--- src/inc/uem_consts.svh ---
`ifndef UEM_CONSTS_SVH
`define UEM_CONSTS_SVH

// register byte addresses
`define UEM_OFF_MASK 12'h108
`define UEM_OFF_STATUS 12'h104
`define UEM_OFF_LOG 12'h11C
// first error pointer register (control), pointer in bits 4:0
`define UEM_OFF_CTRL 12'h118
`define UEM_OFF_REPORT 12'h140
// writable mask bits: 0, 4, 5, 12, 13, 16..21
`define UEM_MASK_WMASK 32'h003F3031
`define UEM_MASK_RESET 32'h00000000
`define UEM_STATUS_WMASK 32'h003F3031
`define UEM_BIT_CPL_TIMEOUT 14
`define UEM_BIT_CPL_ABORT 15
`define UEM_PTR_W 5
`define UEM_ADDR_W 12

`endif

--- src/inc/uem_pkg.sv ---
package uem_pkg;

  typedef struct packed {
    logic        valid;
    logic [4:0]  idx;
    logic        fatal;
  } uem_report_t;

  typedef struct packed {
    logic [31:0] mask;
    logic [31:0] status;
    logic [4:0]  first_ptr;
    logic        ptr_valid;
    logic [31:0] log_hdr;
    logic        log_valid;
    logic [31:0] prdata;
    uem_report_t report;
  } uem_state_t;

endpackage

--- src/hdl/uem_event_pick.sv ---
`include "uem_consts.svh"

// picks the lowest-numbered event of a vector; one-shot priority encoder
module uem_event_pick (
  input wire logic [31:0] events, // candidate events
  output logic any, // some event present
  output logic [4:0] idx // lowest set position
);
  always_comb begin
    any = 1'b0;
    idx = 5'h00;
    for (int i = 31; i >= 0; i--) begin
      if (events[i]) begin
        any = 1'b1;
        idx = 5'(i);
      end
    end
  end
endmodule

--- src/hdl/uem_apb_decode.sv ---
`include "uem_consts.svh"

// apb slave front: zero wait states, error on unmapped address
module uem_apb_decode (
  input wire logic psel, // select
  input wire logic penable, // access phase
  input wire logic pwrite, // direction
  input wire logic [11:0] paddr, // byte address
  output logic pready, // always ready
  output logic pslverr, // unmapped access
  output logic wr_mask, // mask write strobe
  output logic wr_status, // status w1c strobe
  output logic hit_any // address mapped
);
  logic acc;
  assign acc = psel & penable;
  assign hit_any = (paddr == `UEM_OFF_MASK) || (paddr == `UEM_OFF_STATUS) ||
                   (paddr == `UEM_OFF_CTRL) || (paddr == `UEM_OFF_LOG) ||
                   (paddr == `UEM_OFF_REPORT);
  assign pready = 1'b1;
  assign pslverr = acc & ~hit_any;
  assign wr_mask = acc & pwrite & (paddr == `UEM_OFF_MASK);
  assign wr_status = acc & pwrite & (paddr == `UEM_OFF_STATUS);
endmodule

--- src/hdl/uem_mask_reg.sv ---
// Design decision made here: the APB slave port.
`include "uem_consts.svh"

module uem_mask_reg (
  input wire logic pclk, // core clock
  input wire logic presetn, // fundamental reset, async low
  input wire logic psel, // apb select
  input wire logic penable, // apb enable
  input wire logic pwrite, // apb direction
  input wire logic [11:0] paddr, // apb byte address
  input wire logic [31:0] pwdata, // apb write data
  output logic [31:0] prdata, // apb read data
  output logic pready, // apb ready
  output logic pslverr, // apb error
  input wire logic [31:0] err_event, // one-cycle error detections
  input wire logic [31:0] err_hdr, // header of current event
  input wire logic [31:0] severity, // per-bit fatal select
  output uem_pkg::uem_report_t report, // message toward root complex
  output logic [31:0] mask_out // current mask value
);
  uem_pkg::uem_state_t s_r, s_nxt;
  logic wr_mask, wr_status, hit_any;
  logic unm_any;
  logic [4:0] unm_idx;
  logic [31:0] unmasked, legal_ev;

  uem_apb_decode u_dec (
    .psel(psel),
    .penable(penable),
    .pwrite(pwrite),
    .paddr(paddr),
    .pready(pready),
    .pslverr(pslverr),
    .wr_mask(wr_mask),
    .wr_status(wr_status),
    .hit_any(hit_any)
  );

  // only implemented event positions count; hardwired ones never fire
  assign legal_ev = err_event & `UEM_STATUS_WMASK;
  // masked events drop out here
  assign unmasked = legal_ev & ~s_r.mask;

  uem_event_pick u_pick (
    .events(unmasked),
    .any(unm_any),
    .idx(unm_idx)
  );

  function automatic logic [31:0] read_mux(input uem_pkg::uem_state_t st,
                                           input logic [11:0] a);
    logic [31:0] d;
    d = 32'h00000000;
    unique case (a)
      `UEM_OFF_MASK: d = st.mask;
      `UEM_OFF_STATUS: d = st.status;
      `UEM_OFF_CTRL: d = {27'h0000000, st.first_ptr};
      `UEM_OFF_LOG: d = st.log_hdr;
      `UEM_OFF_REPORT: d = {25'h0000000, st.report.valid, st.report.idx, st.report.fatal};
      default: d = 32'h00000000;
    endcase
    return d;
  endfunction

  always_comb begin
    s_nxt = s_r;
    s_nxt.report = '0;
    if (wr_mask) begin
      s_nxt.mask = pwdata & `UEM_MASK_WMASK;
    end
    if (wr_status) begin
      s_nxt.status = s_r.status & ~(pwdata & `UEM_STATUS_WMASK);
      // clearing the pointed-at status rearms pointer and log together
      if (pwdata[s_r.first_ptr]) begin
        s_nxt.ptr_valid = 1'b0;
        s_nxt.log_valid = 1'b0;
      end
    end
    s_nxt.status = s_nxt.status | legal_ev;
    if (unm_any && !s_nxt.ptr_valid) begin
      s_nxt.first_ptr = unm_idx;
      s_nxt.ptr_valid = 1'b1;
    end
    // log only unmasked
    // an event in the clearing cycle wins, so its header is not lost
    if (unm_any && !s_nxt.log_valid) begin
      s_nxt.log_hdr = err_hdr;
      s_nxt.log_valid = 1'b1;
    end
    if (unm_any) begin
      s_nxt.report.valid = 1'b1;
      s_nxt.report.idx = unm_idx;
      s_nxt.report.fatal = severity[unm_idx];
    end
    s_nxt.prdata = (psel && !penable && !pwrite && hit_any) ? read_mux(s_r, paddr) : 32'h00000000;
  end

  always_ff @(posedge pclk or negedge presetn) begin
    if (!presetn) begin
      s_r <= '0;
      s_r.mask <= `UEM_MASK_RESET;
    end else begin
      s_r <= s_nxt;
    end
  end

  assign prdata = s_r.prdata;
  assign report = s_r.report;
  assign mask_out = s_r.mask;
endmodule

--- config.mk ---
export PLATFORM = sky130hd
export DESIGN_NAME = uem_mask_reg
export DESIGN_NICKNAME = d
export VERILOG_FILES = /design/src/inc/uem_pkg.sv /design/src/hdl/uem_event_pick.sv /design/src/hdl/uem_apb_decode.sv /design/src/hdl/uem_mask_reg.sv
export VERILOG_INCLUDE_DIRS = /design/src /design/src/inc
export SDC_FILE = /design/constraint.sdc
export NUM_CORES = 1
export LEC_CHECK = 0
export ABC_AREA = 1
export BUFFER_PORTS_ARGS = -buffer_cell sky130_fd_sc_hd__buf_2
export CAP_MARGIN = 20
export CORE_UTILIZATION = 40
export CTS_CLUSTER_DIAMETER = 120
export CTS_CLUSTER_SIZE = 8
export DETAILED_ROUTE_END_ITERATION = 16
export GPL_TIMING_DRIVEN = 0
export PLACE_DENSITY_LB_ADDON = 0.05
export SLEW_MARGIN = 0
export SYNTH_ARGS = -nofsm -noshare
export SYNTH_HDL_FRONTEND = slang
export SYNTH_SLANG_ARGS = --single-unit
export TNS_END_PERCENT = 1
--- constraint.sdc ---
create_clock -name pclk -period 3.3 [get_ports pclk]
set_input_delay 0.33 -clock pclk [delete_from_list [all_inputs] [get_ports pclk]]
set_output_delay 0.33 -clock pclk [all_outputs]
set_load 0.1 [all_outputs]
==> summary.txt <==
Global route
  • Total track usage: 0.218
  • Largest net degree at the start of global routing: 64
  • Initial antenna violation count: 2
  • Number of global-route vias before repair: 4503
  • Global-route wire length before repair: 22200 µm
  • GR Overflow Total: 0

Job
  • Max-cap violations: 0

Finish
  • Core Util, Final: 0.524
  • Most common cell after layout, fill and taps aside: nand2_1
  • Storage element area: 0.00250 mm²
  • Area grow syn2layout: 27.0%
  • Commonest non-fill, non-tap cells in the layout: nand2_1 (171), buf_2 (164), dfrtp_1 (100), buf_4 (78), nor2_1 (63)
  • Fillcell total: 1318
  • Final net count: 989
  • Area of the multi-input gates: 0.00193 mm²
  • Layout cells sized above 1: 0.335

STA
  • Setup Viol. Count Final: 0
  • Minimum clock period after layout: 2.17 ns
  • Clk_skew: 0.00767 ns
  • RSZ-0062 raised after global routing: no
  • Least-Margin Pin Slew: 0.752 ns
  • Pins Over Slew Limit: 0
  • Rel. slew slack: 0.495
  • Fmax achieved: 462 MHz
  • Post-Route Setup TNS: 0 ns
  • Hold slack final: 0.188 ns
  • Fin. Hold Viols: 0
  • Crit share post-route: 0.656

Power and ir drop
  • LEAKAGE: 3.61 nW
  • P_sw: 0.000756 W
  • Cell Pwr Density: 410 mW/mm²
  • Peak supply drop: 0.000243 V
  • Clock power frac: 0.389
  • Internal power: 0.00198 W
  • Flop pwr share: 0.468
  • Comb pwr share: 0.143
  • Sw Ratio: 0.276

Critical path
  • CP required: 2.97 ns
  • CP max FO: 5
  • Crit path arrival time: 1.84 ns
  • Crit. End Element: output pin
  • CP Class: input pin to output pin
  • Crit path launch type: input pin

Synthesis
  • Register area share after synthesis: 0.476
  • Synth Area in Compound Gates: 0.0895
  • Simple-gate portion of the synthesized area: 0.261
  • Synth Cell Area: 0.00525 mm²
  • Adder-cell area share of the yosys netlist: 0
  • Post-synth EDFFs: 0
  • Largest family of logic cells by synthesized area: simple AND/OR/NAND/NOR gates
  • Warnings from Yosys: 0
  • Dominant synthesized flop cell: dfrtp_1
  • Synth Instances: 655
  • Netlist cell types: 32
  • Post-Syn Area per Cell: 8.02 µm²
  • Synth Area in XOR/XNOR: 0
  • Multiplexer share of the synthesized area: 0
  • Async set-reset flop share out of synthesis: 1.00
  • Seq cells post-synth: 100

Placement
  • Buffers added on ports: 156
  • Placer Congestion: 0.832
  • Post-DP HPWL: 10900 µm

Die
  • Die ar.: 0.0136 mm²
  • Die span in x: 117 µm
  • I/O pin cnt: 218
  • Core area: 0.0127 mm²
  • Std-Cell Rows: 41
  • Die Height: 117 µm
  • Initial core utilization: 0.413

Drt
  • Final Routed Wirelength: 14000 µm
  • Drt initial violations: 267
  • WL per Instance: 13.7 µm
  • Vias per Instance: 4.58
  • DRC Markers: 0
  • DRT Pass-1 Iters: 4
  • Remaining antenna violation count after routing: 0
  • DR vias: 4673

CTS
  • Cts repair resizes: 0
  • Clock sinks: 100
  • CTS buffer count: 9
  • Largest buffer count on any clock path: 2
  • Clk slew on worst S/H paths: 0.06 ns
  • CTS H-tree lvls: 3
  • Hold_buf cts: 1
  • Post-CTS Setup Bufs: 0
  • Clk_lat worst skew: 0.35 ns
  • TritonCTS clock tree: built
  • Clk root buf: clkbuf_16

Min path
  • Worst Hold Class: input pin to flop

Run status
  • Status: completed
[metal layers]
| layer | GRT usage | share of wire |
|---|---|---|
| met3 | 0.0426 | 0.055 |
| met5 | 0 | 0 |
| met1 | 0.290 | 0.46 |
| met4 | 0.0692 | 0.013 |
| met2 | 0.357 | 0.47 |
[sequential cells by signal (all words and copies together) (netlist names)]
signal,cells
mask_out,11
prdata,32
report,7
s_r,50
[power by group through the flow]
stage                     Sequential [W]  Clock, W  Combinational [W]
after floorplan                  0.00130         0           0.000266
after global placement           0.00130         0           0.000385
after detailed placement         0.00130         0           0.000393
after CTS                        0.00128   0.00110           0.000395
after global routing             0.00128   0.00114           0.000427
final                            0.00128   0.00106           0.000393
[Yosys cell counts (4+ instances only)]
| library cell | count | area, µm² |
|---|---|---|
| nand2_1 | 171 | 642 |
| dfrtp_1 | 100 | 2500 |
| buf_4 | 77 | 578 |
| nor2_1 | 63 | 236 |
| nand3_1 | 57 | 285 |
| inv_1 | 55 | 206 |
| o21ai_0 | 33 | 165 |
| o21ai_1 | 13 | 65.1 |
| a21oi_1 | 11 | 55.1 |
| a221oi_1 | 11 | 96.3 |
| buf_2 | 9 | 45.0 |
| clkbuf_1 | 6 | 22.5 |
| inv_2 | 6 | 22.5 |
| o211ai_1 | 6 | 45.0 |
| nor3_1 | 5 | 25.0 |
| a31oi_1 | 4 | 25.0 |
| nor4_1 | 4 | 25.0 |
[kinds of logic after synthesis]
logic type             count (synthesis)
AND/OR/NAND/NOR                      317
AO/OA/AOI/OAI                         80
buffers and inverters                156
flip-flops                           100
other                                  2
[cell type report]
type / count / area share
multi-input combinational: 419 / 0.289
inverter: 62 / 0.0349
clock buffer: 10 / 0.0358
antenna: 1 / 0.000375
clock inverter: 5 / 0.00900
buffer: 94 / 0.100
tap: 172 / 0.0323
timing repair buffer: 158 / 0.123
sequential: 100 / 0.375
[critical path: stages]
cell and delay, ns:
buf_2 0.09, inv_1 0.04, nor2_1 0.03, nand2_1 0.17, inv_1 0.12, nand2_1 0.10
inv_2 0.06, nor3_1 0.17, nand3_2 0.16, nor3_2 0.12, buf_2 0.44
[metrics by stage]
| stage | instances | power (W) | cell area (µm²) | setup WS, ns |
|---|---|---|---|---|
| 2_1_floorplan | 675 | 0.00156 | 5330 | 0.794 |
| 3_3_place_gp | 1003 | 0.00169 | 6330 | 0.824 |
| 3_5_place_dp | 1004 | 0.00170 | 6360 | 1.13 |
| 4_1_cts | 1020 | 0.00277 | 6670 | 1.12 |
| 5_1_grt | 1021 | 0.00285 | 6670 | 0.973 |
| 6_report | 1021 | 0.00274 | 6670 | 1.13 |
[path summary, 6_finish.rpt]
kind | startpoint | end | slack [ns] | cells after the start
max | paddr[8] | pslverr | 1.13 | 11
min | err_event[0] | s_r[78]$_DFF_PN0_ | 0.19 | 3
max reg2reg | mask_out[17]$_DFFE_PN0P_ | s_r[45]$_DFFE_PN0P_ | 1.26 | 9
min reg2reg | s_r[66]$_DFFE_PN0P_ | s_r[66]$_DFFE_PN0P_ | 0.47 | 2
max in group asynchronous | presetn | s_r[72]$_DFF_PN0_ | 2.11 | 3
min in group asynchronous | presetn | mask_out[12]$_DFFE_PN0P_ | 0.50 | 2
Note: power is estimated with default switching activity, not from simulation.
